--- src/design/fpec_pkg.sv ---
/*
 Constants, state encoding and timing for the flash program/erase sequencer.
 Assumes a 250 MHz system clock and a synchronous active-low reset.
*/
// Notes on behaviour
// - Programming only clears bits; erase sets all-ones
// - Busy flag high for whole erase or write
// - Flash fetches stall while an operation runs
// - Uncached interrupts held pending, then priority order
// - Write enable redirects data writes to flash
// - Write enable is never cleared by hardware
// - Data reads always go to external RAM
// - Code reads, writes, erases use bank mapping
// - Bank field maps upper window; lower is bank0
// - Scratchpad select maps lowest 256 addresses to scratchpad
// - No instruction fetch from scratchpad sectors
// - Erase clears whole page: 1024 or 128 bytes
// - Three enables set: data write erases page
// - Special address erases both scratchpad sectors together
// - Single mode programs one byte per write
// - Block mode: four bytes code, two scratchpad
// - Code block buffered, written after byte 11b
// - Scratchpad block written after byte ending 1b
// - Erase and write timed internally by hardware
package fpec_pkg;
  localparam int unsigned LOG_AW = 16;
  localparam int unsigned PHYS_AW = 18;
  localparam int unsigned BANK_LSB = 15;
  localparam int unsigned IRQ_N = 8;
  localparam int unsigned TMR_W = 22;
  localparam int unsigned LEN_W = 11;
  localparam logic [PHYS_AW-1:0] SCRATCH_BASE = 18'h20000;
  localparam logic [LOG_AW-1:0] SCRATCH_LAST = 16'h00ff;
  localparam logic [LOG_AW-1:0] ERASE_BOTH_ADDR = 16'h0400;
  localparam logic [LEN_W-1:0] PAGE_LEN = 11'h400;
  localparam logic [LEN_W-1:0] SECTOR_LEN = 11'h080;
  localparam logic [LEN_W-1:0] BOTH_LEN = 11'h100;
  localparam logic [PHYS_AW-1:0] PAGE_MASK = 18'h3fc00;
  localparam logic [PHYS_AW-1:0] SECTOR_MASK = 18'h3ff80;
  localparam logic [PHYS_AW-1:0] WORD_MASK = 18'h3fffc;
  localparam logic [7:0] ERASED_BYTE = 8'hff;
  localparam logic [1:0] CODE_LAST_LANE = 2'h3;
  localparam int unsigned CLK_MHZ = 250;
  localparam int unsigned ERASE_TIME_MS = 12;
  localparam int unsigned WRITE_TIME_US = 50;
  localparam int unsigned ERASE_CYCLES = ERASE_TIME_MS * 1000 * CLK_MHZ;
  localparam int unsigned WRITE_CYCLES = WRITE_TIME_US * CLK_MHZ;
  typedef enum logic [1:0] {ST_IDLE, ST_RD_TAKE, ST_BUSY} fpec_state_type;
endpackage : fpec_pkg

--- src/design/fpec_ctrl.sv ---
/*
 Flash program/erase sequencer between the core and the flash array.
 Assumes all inputs come from logic on clk_i; the array returns read data
 combinationally in the cycle fl_rd_o is high.
*/
`timescale 1ns/1ps
module fpec_ctrl #(
  parameter int unsigned ERASE_CYCLES_P = fpec_pkg::ERASE_CYCLES,
  parameter int unsigned WRITE_CYCLES_P = fpec_pkg::WRITE_CYCLES
) (
  input wire logic clk_i,
  input wire logic rstn_i,
  input wire logic store_write_enable_i,
  input wire logic store_erase_enable_i,
  input wire logic software_flash_enable_i,
  input wire logic scratchpad_select_i,
  input wire logic block_write_select_i,
  input wire logic [1:0] code_bank_field_i,
  input wire logic dw_valid_i,
  input wire logic [fpec_pkg::LOG_AW-1:0] dw_addr_i,
  input wire logic [7:0] dw_data_i,
  output logic dw_ready_o,
  input wire logic dr_valid_i,
  input wire logic [fpec_pkg::LOG_AW-1:0] dr_addr_i,
  input wire logic cr_valid_i,
  input wire logic cr_fetch_i,
  input wire logic [fpec_pkg::LOG_AW-1:0] cr_addr_i,
  output logic cr_ready_o,
  output logic cr_rvalid_o,
  output logic [7:0] cr_data_o,
  output logic external_data_ram_we_o,
  output logic [fpec_pkg::LOG_AW-1:0] external_data_ram_waddr_o,
  output logic [7:0] external_data_ram_wdata_o,
  output logic external_data_ram_re_o,
  output logic [fpec_pkg::LOG_AW-1:0] external_data_ram_raddr_o,
  output logic fl_rd_o,
  output logic fl_prog_o,
  output logic fl_erase_o,
  output logic [fpec_pkg::PHYS_AW-1:0] fl_addr_o,
  output logic [31:0] fl_wdata_o,
  output logic [3:0] fl_wmask_o,
  output logic [fpec_pkg::LEN_W-1:0] fl_erase_len_o,
  input wire logic [31:0] fl_rdata_i,
  input wire logic [fpec_pkg::IRQ_N-1:0] irq_req_i,
  input wire logic [fpec_pkg::IRQ_N-1:0] irq_cached_i,
  input wire logic [fpec_pkg::IRQ_N-1:0] irq_ack_i,
  output logic [fpec_pkg::IRQ_N-1:0] irq_o,
  output logic flash_busy_flag_o
);
  import fpec_pkg::*;

  typedef struct packed {
    fpec_state_type st;
    logic fl_rd;
    logic fl_prog;
    logic fl_erase;
    logic [PHYS_AW-1:0] fl_addr;
    logic [31:0] fl_wdata;
    logic [3:0] fl_wmask;
    logic [LEN_W-1:0] erase_len;
    logic [31:0] new_data;
    logic [3:0] new_mask;
    logic [31:0] blk_data;
    logic [3:0] blk_mask;
    logic tmr_start;
    logic [TMR_W-1:0] tmr_len;
    logic external_data_ram_we;
    logic [LOG_AW-1:0] external_data_ram_waddr;
    logic [7:0] external_data_ram_wdata;
    logic external_data_ram_re;
    logic [LOG_AW-1:0] external_data_ram_raddr;
    logic cr_pend;
    logic cr_undef;
    logic [1:0] cr_lane;
    logic cr_rvalid;
    logic [7:0] cr_data;
    logic [IRQ_N-1:0] irq_pend;
  } fpec_ctrl_type;

  fpec_ctrl_type s_q;
  fpec_ctrl_type s_d;

  logic idle;
  logic tmr_done;
  logic [31:0] merge_data;
  logic [PHYS_AW-1:0] cr_phys;
  logic [PHYS_AW-1:0] dw_phys;
  logic cr_scr;
  logic cr_undef;
  logic dw_scr;
  logic dw_both;
  logic dw_undef;
  logic dw_last;
  logic [3:0] dw_lane;
  logic dw_fl;
  logic fl_cmd;
  logic [IRQ_N-1:0] irq_elig;

  // Lower window is always bank 0; upper window follows the bank field
  function automatic logic [PHYS_AW-1:0] map_code(
    input logic [LOG_AW-1:0] a,
    input logic [1:0] bank
  );
    logic [PHYS_AW-1:0] p;
    p = '0;
    p[BANK_LSB-1:0] = a[BANK_LSB-1:0];
    if (a[LOG_AW-1]) begin
      p[BANK_LSB +: 2] = bank;
    end
    return p;
  endfunction : map_code

  assign idle = (s_q.st == ST_IDLE);
  // Fetches ignore the scratchpad select so code never runs from it
  assign cr_scr = scratchpad_select_i && !cr_fetch_i &&
                  (cr_addr_i <= SCRATCH_LAST);
  assign cr_undef = scratchpad_select_i && !cr_fetch_i && !cr_scr;
  assign cr_phys = cr_scr ? (SCRATCH_BASE | PHYS_AW'(cr_addr_i[7:0]))
                          : map_code(cr_addr_i, code_bank_field_i);
  assign dw_scr = scratchpad_select_i && (dw_addr_i <= SCRATCH_LAST);
  assign dw_both = scratchpad_select_i && store_erase_enable_i &&
                   (dw_addr_i == ERASE_BOTH_ADDR);
  assign dw_undef = scratchpad_select_i && !dw_scr && !dw_both;
  assign dw_phys = dw_scr ? (SCRATCH_BASE | PHYS_AW'(dw_addr_i[7:0]))
                          : map_code(dw_addr_i, code_bank_field_i);
  assign dw_lane = 4'(4'h1 << dw_phys[1:0]);
  // Block ends at lane 3 in code space, at odd byte in scratchpad
  assign dw_last = dw_scr ? dw_phys[0]
                          : (dw_phys[1:0] == CODE_LAST_LANE);
  // Flash-bound writes wait for an idle sequencer and a quiet read port
  assign dw_ready_o = !store_write_enable_i ||
                      (idle && !cr_valid_i);
  assign dw_fl = dw_valid_i && store_write_enable_i && idle && !cr_valid_i;
  assign fl_cmd = dw_fl && software_flash_enable_i && !dw_undef;
  generate
    for (genvar g = 0; g < 4; g++) begin : g_lane
      assign merge_data[8*g +: 8] = fl_rdata_i[8*g +: 8] &
        (s_q.new_mask[g] ? s_q.new_data[8*g +: 8] : ERASED_BYTE);
    end
  endgenerate
  always_comb begin
    s_d = s_q;
    s_d.fl_rd = 1'b0;
    s_d.fl_prog = 1'b0;
    s_d.fl_erase = 1'b0;
    s_d.tmr_start = 1'b0;
    s_d.external_data_ram_we = 1'b0;
    s_d.external_data_ram_re = 1'b0;
    s_d.cr_rvalid = 1'b0;
    s_d.cr_pend = 1'b0;
    // Request landing on its acknowledge cycle stays pending
    s_d.irq_pend = (s_q.irq_pend & ~irq_ack_i) | irq_req_i;
    if (dr_valid_i) begin
      s_d.external_data_ram_re = 1'b1;
      s_d.external_data_ram_raddr = dr_addr_i;
    end
    if (dw_valid_i && !store_write_enable_i) begin
      s_d.external_data_ram_we = 1'b1;
      s_d.external_data_ram_waddr = dw_addr_i;
      s_d.external_data_ram_wdata = dw_data_i;
    end
    if (cr_valid_i && idle) begin
      s_d.cr_pend = 1'b1;
      s_d.cr_undef = cr_undef;
      s_d.cr_lane = cr_phys[1:0];
      s_d.fl_rd = !cr_undef;
      s_d.fl_addr = cr_phys & WORD_MASK;
    end
    if (s_q.cr_pend) begin
      s_d.cr_rvalid = 1'b1;
      s_d.cr_data = s_q.cr_undef ? ERASED_BYTE
                                 : fl_rdata_i[8*s_q.cr_lane +: 8];
    end
    case (s_q.st)
      ST_IDLE: begin
        if (fl_cmd && store_erase_enable_i) begin
          s_d.st = ST_BUSY;
          s_d.fl_erase = 1'b1;
          s_d.tmr_start = 1'b1;
          s_d.tmr_len = TMR_W'(ERASE_CYCLES_P);
          if (dw_both) begin
            s_d.fl_addr = SCRATCH_BASE;
            s_d.erase_len = BOTH_LEN;
          end else if (dw_scr) begin
            s_d.fl_addr = dw_phys & SECTOR_MASK;
            s_d.erase_len = SECTOR_LEN;
          end else begin
            s_d.fl_addr = dw_phys & PAGE_MASK;
            s_d.erase_len = PAGE_LEN;
          end
        end else if (fl_cmd && block_write_select_i && !dw_last) begin
          // Partial block is only collected, no array access yet
          s_d.blk_data = s_q.blk_data;
          s_d.blk_data[8*dw_phys[1:0] +: 8] = dw_data_i;
          s_d.blk_mask = s_q.blk_mask | dw_lane;
        end else if (fl_cmd) begin
          s_d.st = ST_RD_TAKE;
          s_d.fl_rd = 1'b1;
          s_d.fl_addr = dw_phys & WORD_MASK;
          s_d.new_data = block_write_select_i ? s_q.blk_data : '0;
          s_d.new_data[8*dw_phys[1:0] +: 8] = dw_data_i;
          s_d.new_mask = dw_lane |
            (block_write_select_i ? s_q.blk_mask : 4'h0);
          s_d.blk_mask = 4'h0;
        end
      end
      ST_RD_TAKE: begin
        // Merge with the old word so programming never sets a bit
        s_d.fl_wdata = merge_data;
        s_d.fl_wmask = s_q.new_mask;
        s_d.fl_prog = 1'b1;
        s_d.tmr_start = 1'b1;
        s_d.tmr_len = TMR_W'(WRITE_CYCLES_P);
        s_d.st = ST_BUSY;
      end
      ST_BUSY: begin
        if (tmr_done) begin
          s_d.st = ST_IDLE;
        end
      end
      default: begin
        s_d.st = ST_IDLE;
      end
    endcase
  end

  always_ff @(posedge clk_i) begin
    if (!rstn_i) begin
      s_q <= '0;
    end else begin
      s_q <= s_d;
    end
  end

  fpec_timer u_timer (
    .clk_i(clk_i),
    .rstn_i(rstn_i),
    .start_i(s_q.tmr_start),
    .len_i(s_q.tmr_len),
    .done_o(tmr_done)
  );
  // Only cache-resident handlers may run during an operation
  assign irq_elig = s_q.irq_pend &
                    (idle ? {IRQ_N{1'b1}} : irq_cached_i);
  assign irq_o = irq_elig & (~irq_elig + IRQ_N'(1));
  assign flash_busy_flag_o = !idle;
  assign cr_ready_o = idle;
  assign cr_rvalid_o = s_q.cr_rvalid;
  assign cr_data_o = s_q.cr_data;
  assign external_data_ram_we_o = s_q.external_data_ram_we;
  assign external_data_ram_waddr_o = s_q.external_data_ram_waddr;
  assign external_data_ram_wdata_o = s_q.external_data_ram_wdata;
  assign external_data_ram_re_o = s_q.external_data_ram_re;
  assign external_data_ram_raddr_o = s_q.external_data_ram_raddr;
  assign fl_rd_o = s_q.fl_rd;
  assign fl_prog_o = s_q.fl_prog;
  assign fl_erase_o = s_q.fl_erase;
  assign fl_addr_o = s_q.fl_addr;
  assign fl_wdata_o = s_q.fl_wdata;
  assign fl_wmask_o = s_q.fl_wmask;
  assign fl_erase_len_o = s_q.erase_len;

  // Helper for the timing check: busy length and kind of last operation
  int busy_cnt_q;
  logic was_erase_q;
  always_ff @(posedge clk_i) begin
    if (!rstn_i || idle) begin
      busy_cnt_q <= 0;
    end else begin
      busy_cnt_q <= busy_cnt_q + 1;
    end
    if (!rstn_i) begin
      was_erase_q <= 1'b0;
    end else if (s_q.fl_erase) begin
      was_erase_q <= 1'b1;
    end else if (s_q.fl_prog) begin
      was_erase_q <= 1'b0;
    end
  end
endmodule : fpec_ctrl

--- src/design/fpec_timer.sv ---
/*
 Down-counter that times one flash erase or program operation.
 Assumes start_i is a one-cycle pulse and len_i is at least one.
*/
`timescale 1ns/1ps
module fpec_timer (
  input wire logic clk_i,
  input wire logic rstn_i,
  input wire logic start_i,
  input wire logic [fpec_pkg::TMR_W-1:0] len_i,
  output logic done_o
);
  import fpec_pkg::*;

  typedef struct packed {
    logic [TMR_W-1:0] cnt;
  } fpec_tmr_type;

  fpec_tmr_type s_q;
  fpec_tmr_type s_d;

  always_comb begin
    s_d = s_q;
    if (start_i) begin
      s_d.cnt = len_i;
    end else if (s_q.cnt != '0) begin
      s_d.cnt = s_q.cnt - TMR_W'(1);
    end
  end

  always_ff @(posedge clk_i) begin
    if (!rstn_i) begin
      s_q <= '0;
    end else begin
      s_q <= s_d;
    end
  end

  // Hardware owns the timing, software never polls a counter
  assign done_o = (s_q.cnt == TMR_W'(1));
endmodule : fpec_timer

--- config.mk ---
export PLATFORM = sky130hd
export DESIGN_NAME = fpec_ctrl
export DESIGN_NICKNAME = d
export VERILOG_FILES = /design/src/design/fpec_pkg.sv /design/src/design/fpec_ctrl.sv /design/src/design/fpec_timer.sv
export SDC_FILE = /design/constraint.sdc
export NUM_CORES = 1
export LEC_CHECK = 0
export ABC_AREA = 1
export BUFFER_PORTS_ARGS = -buffer_cell sky130_fd_sc_hd__clkbuf_2
export CAP_MARGIN = 20
export CELL_PAD_IN_SITES_DETAIL_PLACEMENT = 1
export CELL_PAD_IN_SITES_GLOBAL_PLACEMENT = 1
export CORE_AREA = 4 4 172 174
export DETAILED_ROUTE_END_ITERATION = 10
export DIE_AREA = 0 0 176 178
export GPL_TIMING_DRIVEN = 1
export PLACE_DENSITY = 0.88
export SLEW_MARGIN = 20
export SYNTH_ARGS = -nofsm -noshare
export SYNTH_HDL_FRONTEND = slang
export SYNTH_SLANG_ARGS = --single-unit
export TNS_END_PERCENT = 30
--- constraint.sdc ---
create_clock -name clk_i -period 2 [get_ports clk_i]
set_input_delay 0.1 -clock clk_i [delete_from_list [all_inputs] [get_ports clk_i]]
set_output_delay 0.1 -clock clk_i [all_outputs]
set_load 0.005 [all_outputs]
Word level (Yosys, flattened, before mapping)
Cells that the tools add are included. W data, S select, Z words.

Output and inout port bits: 130. Register bits: 250. Word-level logic and storage cells: 144. Input port bits: 125.

Bitwise logic cells: 14. Reductions and logical operators: 42. Shifts and indexed selects: 4. Multiplexer cells: 44. Eq/ne operators: 9. Add/sub/neg operators: 3. Magnitude comparators: 2.

Operators by type and width (number): $mux W18 (8); $bwmux W32 (2); $and A8 B8 Y8 (7); $mux W8 (6); $pmux W23 S2 (1); $mux W22 (2); $neg A5 Y34 (1); $shift A8 B34 Y32 const A (1); $shiftx A8 B34 Y32 (1); $le A16 B8 Y1 const B (2); $mux W32 (1); $shiftx A32 B6 Y8 (1); $mux W25 (1); $mux W23 (1); $eq A22 B1 Y1 const B (1); $mux W11 (2); $reduce_bool A22 Y1 (1); $sub A22 B1 Y22 const B (1); $logic_and A1 B1 Y1 (19); $mux W17 (1); $eq A16 B11 Y1 const B (1); $mux W4 (4); $not A8 Y8 (2); $logic_not A1 Y1 (10); 23 further kinds (41).

Logic depth before layout (Yosys ltp)
Gate-level depths: netlist (run 1).

Depth after elaboration: 12. Gate-level depth with buffers: 14. Mapped depth without buffers: 13.

Cells and area by module
Synthesis (run 1) repeated with hierarchy kept, for this count alone.

Cells, all modules: 1552. Area total of the unflattened synthesis: 10909.2 um2.

By module, submodules not included: fpec_ctrl (instances 1, area an instance 9391.5 um2, sequential area each 4023.9 um2, cells each 1303); fpec_timer (instances 1, area an instance 1517.7 um2, sequential area each 440.4 um2, cells each 249).

Worst setup path before layout (run 1)
OpenSTA, ideal clock, no wires.

Path type: input to register. Start: input dw_addr_i[0] (netlist name). End: register s_q[119] (netlist name). Path buffers: 0. Path slack: 0.177 ns. Data required time: 1.883 ns. Library setup time: 0.117 ns. Arrival: 1.706 ns. Stages: 13. Cells stage by stage: inv_1 > ha_1 > nand2_1 > nor3_1 > nand3_2 > nand2_2 > nand2_2 > nor2_4 > nand2_2 > inv_2 > nand2_2 > a21oi_1 > nor2_1.

Longest elaborated chain between the ends: 10.

Ends and longest elaborated chain: start: declaration (RTL line fpec_ctrl.sv:20) `input wire logic [fpec_pkg::LOG_AW-1:0] dw_addr_i,`; $le A16 B8 Y1 (RTL line fpec_ctrl.sv:120) `assign dw_scr = scratchpad_select_i && (dw_addr_i <= SCRATCH_LAST);`; $logic_and A1 B1 Y1 (RTL line fpec_ctrl.sv:120); $logic_not A1 Y1 (RTL line fpec_ctrl.sv:123) `assign dw_undef = scratchpad_select_i && !dw_scr && !dw_both;`; $logic_and A1 B1 Y1 (2 in a row) (RTL line fpec_ctrl.sv:123); $logic_not A1 Y1 (RTL line fpec_ctrl.sv:134) `assign fl_cmd = dw_fl && software_flash_enable_i && !dw_undef;`; $logic_and A1 B1 Y1 (RTL line fpec_ctrl.sv:134); $logic_and A1 B1 Y1, on equally long branches (RTL line fpec_ctrl.sv:191, fpec_ctrl.sv:176); $logic_and A1 B1 Y1 or $not A1 Y1 (tied branches); $reduce_and A3 Y1 (no source line); end signal: assignment (RTL line fpec_ctrl.sv:229) `s_q <= '0;`; end signal: assignment (RTL line fpec_ctrl.sv:231) `s_q <= s_d;`; end: declaration (RTL line fpec_ctrl.sv:80) `fpec_ctrl_type s_q;`.

Several ways; a longest one is shown, not always the timed one. A chain may end at the register's enable or synchronous reset.

Worst setup path after layout (run 1)
Start: register s_q[227] (netlist name). End: output irq_o[7] (netlist name).

Longest elaborated chain between the ends: 6.

Ends and longest elaborated chain: $logic_not A2 Y1 * (RTL line fpec_ctrl.sv:113) `assign idle = (s_q.st == ST_IDLE);`; $mux W8 * (RTL line fpec_ctrl.sv:244) `(idle ? {IRQ_N{1'b1}} : irq_cached_i);`; $and A8 B8 Y8 * (RTL line fpec_ctrl.sv:243) `assign irq_elig = s_q.irq_pend &`; $not A8 Y8 (RTL line fpec_ctrl.sv:245) `assign irq_o = irq_elig & (~irq_elig + IRQ_N'(1));`; $add A8 B1 Y8 (RTL line fpec_ctrl.sv:245); $and A8 B8 Y8 * (RTL line fpec_ctrl.sv:245); end: declaration (RTL line fpec_ctrl.sv:47) `output logic [fpec_pkg::IRQ_N-1:0] irq_o,`.

Mark *: on every way between the ends. The rest lies on a longest branch, timed or not.

==> results_dict.tcl, run 1 <==
set metrics [dict create \
    synth-edff-count 0 \
    synth_top_family_by_area "simple AND/OR/NAND/NOR gates" \
    critical_path_required_ns 1.90 \
    synthArstFlopShare_pct 0 \
    clockRootBuffer "clkbuf_16" \
    synth-simple-area-share_pct 22.33 \
    hold_start "dw_addr_i[0]" \
    placed_cell_area_um2 11580 \
    io_buffers 246 \
    start_kind "register" \
    row_count 61 \
    hold_path_class "input pin to register" \
    ys_types 39 \
    track_usage_pct 28.95 \
    die_h_um 178 \
    hpwlAfterDp_mm 27.52 \
    htree_levels 1 \
    cap_violations 0 \
    synth-compound-area-share_pct 18.83 \
    synthFlopType "dfxtp_1" \
    max_stage_delay_ns 0.36 \
    ir_worst_vdd_mv 0.5661 \
    final_nets 1878 \
    drive_gt1_share_pct 23.70 \
    cts.clk_slew.worst_paths_ns 0.06 \
    cts_tree "yes" \
    critical_path_class "register to output port" \
    max_freq_mhz 468.9 \
    total_power_mw 13.65 \
    power.leakage_nw 6.328 \
    finClkSkew_ns 0.02514 \
    rsz0062_at_grt "yes" \
    cp_slowest_cell "dfxtp_2" \
    areaGrowthSynthToFinish_pct 32.07 \
    seq_area_frac_synth_pct 42.51 \
    grt_max_degree 137 \
    min_period_over_period_pct 106.6 \
    place_congestion 0.8823 \
    postRouteAntennaNets 0 \
    vias 11923 \
    ios 255 \
    initial_core_util_pct 37.80 \
    synth_seq_cells 223 \
    grt_pass1_wl_mm 72.16 \
    numCtsBuffers 26 \
    setup-violations-final 11 \
    rr_worst_depth 10 \
    grt_pass1_vias 12908 \
    worstSkewPairLatency_ns 0.56 \
    min_period_ns 2.132 \
    wirelength_mm 48.60 \
    cp_max_fo 6 \
    die_w_um 176 \
    rrSetupSlack_ns -0.11 \
    worstMarginPinSlew_ns 0.6371 \
    gr-total-overflow 0 \
    cp_num_buf_inv 5 \
    drt-initial-drc-count 1051 \
    syn_inst 1475 \
    cp_top_family "buffers and inverters" \
    crit_path_end "irq_o[7]" \
    end_kind "output port" \
    dieArea_um2 31330 \
    synth.cell_area_um2 10500 \
    cp.arrival_ns 2.03 \
    r2r-end "u_timer.s_q[7]$_SDFFE_PN0P_" \
    slew_headroom_pct 57.53 \
    synth_xor_area_share_pct 0.5838 \
    drv_slew 0 \
    synthMuxAreaShare_pct 0 \
    status "finished, violations left" \
    cts_sinks 223 \
    pwr_density_cell_nw_per_um2 984.5 \
    violations "setup timing" \
    dr.pass1.iters 5 \
    r2r-start "u_timer.s_q[0]$_SDFFE_PN0P_" \
    antenna_found_initial 5 \
    hold_viol_final 0 \
    clock_path_buffers 3 \
    fp.coreArea_um2 27780 \
    viasPerCell 5.553 \
    yosys_warnings 0 \
    wl_per_cell_um 22.64 \
    cp_common_cell "buf_6" \
    drc_errors 0 \
    layout_setup_ws_ns -0.1325 \
    yosys.area_share.adder_pct 0.9532 \
    cp.depth 8 \
    crit_chain "nor2_4 > buf_8 > buf_6 > buf_6 > o21ai_4 > inv_2 > nor4_2 > buf_2" \
    design_area_um2 13870 \
    avgSynthCellArea_um2 7.120 \
    startpoint "s_q[227]$_SDFFE_PN0P_" \
]
-- cell usage in the layout, fill, tap and decap left out, types with 18 or more instances in the layout --
cell,synthesis,routed
a21oi_1,124,122
nand3_1,41,39
a31oi_1,18,18
dfxtp_1,223,221
dlygate4sd3_1,0,99
inv_1,111,105
buf_4,117,60
o22ai_1,19,19
nor3_1,27,23
o21ai_0,168,160
clkbuf_2,0,238
nand2_1,223,217
nor2_1,255,239
clkbuf_16,0,28
-- synth_stat cells, types with 3 or more instances --
library cell / n / area [um2]
nor2_1: 255 / 957.2
dfxtp_1: 223 / 4464
nand2_1: 223 / 837.1
o21ai_0: 168 / 840.8
a21oi_1: 124 / 620.6
buf_4: 117 / 878.3
inv_1: 111 / 416.7
clkbuf_1: 55 / 206.5
nand3_1: 41 / 205.2
nor3_1: 27 / 135.1
o22ai_1: 19 / 118.9
a31oi_1: 18 / 112.6
a211oi_1: 11 / 82.58
o211ai_1: 9 / 67.56
ha_1: 8 / 100.1
nand4_1: 8 / 50.05
o221ai_1: 8 / 70.07
xor2_1: 6 / 52.55
clkinv_1: 5 / 18.77
nand2_2: 5 / 31.28
a2111oi_0: 4 / 35.03
buf_2: 3 / 15.01
nor4_1: 3 / 18.77
-- registers in the layout (all words and copies together) (netlist names) --
register	cells
cr_data_o	8
cr_rvalid_o	1
external_data_ram_raddr_o	16
external_data_ram_re_o	1
external_data_ram_waddr_o	16
external_data_ram_wdata_o	8
external_data_ram_we_o	1
fl_addr_o	18
fl_erase_len_o	3
fl_erase_o	1
fl_prog_o	1
fl_rd_o	1
fl_wdata_o	32
fl_wmask_o	4
s_q	90
u_timer.s_q	22
-- final cells by class --
class	instances	area (um2)
antenna	5	12.51
sequential	223	4467
tap	378	473.0
multi-input combinational	964	4698
inverter	118	455.4
clock inverter	11	157.7
clock buffer	36	759.5
timing repair buffer	412	2846
fill	3517	13910
-- layer usage --
layer | GRT usage, % | wire, um | up-vias
li1 | - | - | 5274
met1 | 32.16 | 18310 | 5777
met2 | 50.73 | 23570 | 635
met3 | 6.401 | 3488 | 237
met4 | 17.48 | 3227 | 0
met5 | 0 | 0 | -
-- how the worst min path moves through the flow --
stage	slack, ns	cells past startpoint	end
after detailed placement	0.32	3	s_q[5]$_SDFF_PN0_
after global routing	0.03	3	fl_wdata_o[19]$_SDFFE_PN0P_
final	0.008	4	external_data_ram_waddr_o[0]$_SDFFE_PN0P_
after global placement	0.31	3	s_q[6]$_SDFF_PN0_
after CTS	0.002	3	fl_wdata_o[19]$_SDFFE_PN0P_
after floorplan	0.21	2	s_q[17]$_SDFFE_PN0P_
-- power breakdown --
group / leakage, nW / internal, mW / switching [mW]
registers: 1.82 / 4.76 / 0.282
clock network: 0.454 / 3.16 / 2.11
logic: 4.06 / 1.26 / 2.09
-- cell families after synthesis --
kind of cell	after synthesis
simple gates	576
compound gates	365
fa+ha+maj	8
xor+xnor	7
other cells	1
flops	223
buf+inv	295
-- worst register-to-register path, delay by kind of cell, from the launching register on --
family,cells,cell delay [ns]
compound gates,3,0.36
fa+ha+maj,1,0.23
buf+inv,2,0.32
flops,1,0.36
simple gates,4,0.71
-- timing repair --
| item | in CTS | in global routing |
|---|---|---|
| setup buffers | 7 | 9 |
| hold buffers | 101 | 0 |
| resized for setup | 21 | 54 |
| pin swaps | 3 | 11 |
| setup endpoints to repair | 5 | 110 |
| gates cloned | 0 | 1 |
| hold endpoints to repair | 98 | 0 |
-- metrics by stage --
stage	instances	setup slack [ns]	TNS [ns]	util (%)	hold slack (ns)
5_1_grt	2147	-0.1673	-2.182	49.92	0.03288
3_3_place_gp	1981	0.03119	0	41.70	0.3050
6_report	2147	-0.1325	-0.4414	49.92	0.007626
2_1_floorplan	1482	0.1772	0	-	0.2127
4_1_cts	2136	-0.06062	-0.1083	49.04	0.002298
3_5_place_dp	1981	-0.02975	-0.02975	41.70	0.3180
No activity file was read; power rests on OpenSTA's default activity.
==> run 2: changes to the inputs <==
CORE_AREA = 4 4 181 183   (was 4 4 172 174)
DIE_AREA = 0 0 185 187   (was 0 0 176 178)
PLACE_DENSITY = 0.84   (was 0.88)
clock period = 1.7 ns   (was 2 ns; I/O delays follow)
==> results_dict.tcl, run 2 (synthesized netlist as in run 1, its figures left out) <==
set metrics [dict create \
    status "finished, violations left" \
    violations "setup timing" \
    cap_violations 0 \
    cp_slowest_cell "nor4_1" \
    rsz0062_at_grt "yes" \
    crit_chain "dlygate4sd3_1 > clkbuf_2 > inv_1 > nand4_1 > nor4_1 > nand3_1 > nand2_1 > nand2_1 > a21oi_2" \
    slew_headroom_pct 3.788 \
    cts_sinks 223 \
    finClkSkew_ns 0.02240 \
    row_count 65 \
    max_stage_delay_ns 1.09 \
    final_nets 1941 \
    cp_common_cell "nand2_1" \
    cp_max_fo 2 \
    multi_input_area_um2 5017 \
    cp_top_family "simple AND/OR/NAND/NOR gates" \
    cts_tree "yes" \
    end_kind "register" \
    clockRootBuffer "clkbuf_16" \
    die_w_um 185 \
    hold_path_class "input pin to register" \
    cp.arrival_ns 2.89 \
    largest-register "s_q" \
    power.leakage_nw 6.678 \
    final_cell_mix "clkbuf_2, nor2_1, dfxtp_1, nand2_1, o21ai_0" \
    min_period_ns 2.432 \
    gr-total-overflow 0 \
    grt_max_degree 71 \
    pwr_density_cell_nw_per_um2 1153 \
    layout_setup_ws_ns -0.7315 \
    start_kind "input pin" \
    io_buffers 246 \
    seqCellArea_um2 4476 \
    viasPerCell 5.679 \
    hold_viol_final 0 \
    design_area_um2 14700 \
    worstSkewPairLatency_ns 0.55 \
    numCtsBuffers 25 \
    min_period_over_period_pct 143.0 \
    critical_path_class "input pin to register" \
    grt_pass1_wl_mm 71.17 \
    worstMarginPinSlew_ns 1.430 \
    clock_path_buffers 3 \
    postRouteAntennaNets 0 \
    critical_path_required_ns 2.16 \
    track_usage_pct 25.37 \
    mostFrequentLayoutCell "clkbuf_2" \
    dp_cells 2064 \
    setup-violations-final 136 \
    die_h_um 187 \
    hpwlAfterDp_mm 29.02 \
    cp_num_buf_inv 3 \
    dieArea_um2 34600 \
    wl_per_cell_um 24.37 \
    place_congestion 0.8954 \
    drc_errors 0 \
    htree_levels 1 \
    fp.coreArea_um2 31230 \
    grt_pass1_vias 12620 \
    drt-initial-drc-count 1203 \
    initial_core_util_pct 33.63 \
    antenna_found_initial 2 \
    rrSetupSlack_ns -0.38 \
    n_fill_cell 3865 \
    areaGrowthSynthToFinish_pct 40.00 \
    drive_gt1_share_pct 29.46 \
    max_freq_mhz 411.3 \
    ir_worst_vdd_mv 0.6759 \
    final_cells 2228 \
    dr.pass1.iters 5 \
    largest_reg_flops 90 \
    drv_slew 0 \
    cts.clk_slew.worst_paths_ns 0.07 \
    vias 12653 \
    ios 255 \
    wirelength_mm 54.30 \
    placed_cell_area_um2 12100 \
]
==> run 2: cell types whose count changed in the layout (fill, tap and decap cells not counted), moves of 6 or more <==
cell and delta:
buf_4 +47, o21ai_0 -22, o21ai_1 +18, a21oi_1 -11, nand2_1 -11, a21oi_2 +10, buf_6 +9, nor2_4 +9
inv_1 -8, nand2_2 +6
==> run 2: what timing repair did <==
item | in CTS | in global routing
setup endpoints to repair | 127 | 132
hold buffers | 99 | 1
gates cloned | 2 | 3
gates resized for setup | 46 | 143
pin swaps | 4 | 23
buffers inserted | 3 | 11
hold endpoints to repair | 97 | 1
==> run 2: final timing paths <==
path | cells past startpoint | to | start
setup / recovery | 9 | fl_addr_o[17]$_SDFF_PN0_ | cr_addr_i[8]
hold / removal | 4 | external_data_ram_waddr_o[0]$_SDFFE_PN0P_ | dw_addr_i[0]
hold reg to reg | 2 | s_q[86]$_SDFFE_PN0P_ | s_q[86]$_SDFFE_PN0P_
setup reg to reg | 12 | fl_addr_o[13]$_SDFF_PN0_ | s_q[227]$_SDFFE_PN0P_
==> run 2: area by class of cell <==
class                   count  share of cell area, %
diodes                      3                0.05106
flip-flops and latches    223                  30.44
multi-input cells         964                  34.13
inverters                 118                  3.140
clock buffers              33                  4.732
repair buffers            476                  23.39
clock inverters             9                 0.6979
well taps                 402                  3.421
==> run 2: layer usage <==
| metal | up-vias | part of all wire (%) | track usage (%) | wire (um) |
|---|---|---|---|---|
| met2 | 816 | 48 | 43.96 | 26210 |
| li1 | 5404 | - | - | - |
| met4 | 0 | 6.9 | 12.11 | 3751 |
| met1 | 6130 | 37 | 29.91 | 20270 |
| met5 | - | 0 | 0 | 0 |
| met3 | 303 | 7.5 | 4.881 | 4068 |
==> run 2: through the flow <==
stage | hold slack [ns] | setup WS [ns] | util (%) | TNS (ns) | power, mW
6_report | 0.01898 | -0.7315 | 47.08 | -24.17 | 16.95
5_1_grt | 0.02868 | -0.7721 | 47.07 | -30.93 | 17.48
4_1_cts | 0.002848 | -0.2350 | 45.12 | -7.878 | 15.17
3_5_place_dp | 0.3032 | -0.2748 | 38.76 | -17.51 | 9.449
3_3_place_gp | 0.2914 | -0.1698 | 38.76 | -11.37 | 9.271
2_1_floorplan | 0.1977 | 0.007147 | - | 0 | 8.030
==> run 2: tightest hold or removal path, cell delays in order <==
cell        delay (ns)
clkbuf_2          0.12
clkinvlp_4        0.08
buf_4             0.15
a21oi_1           0.07
==> run 2: power breakdown <==
part	total [mW]	internal, mW	switching [mW]
Clock	5.63	3.17	2.46
Sequential	5.99	5.61	0.380
Combinational	5.33	2.10	3.23
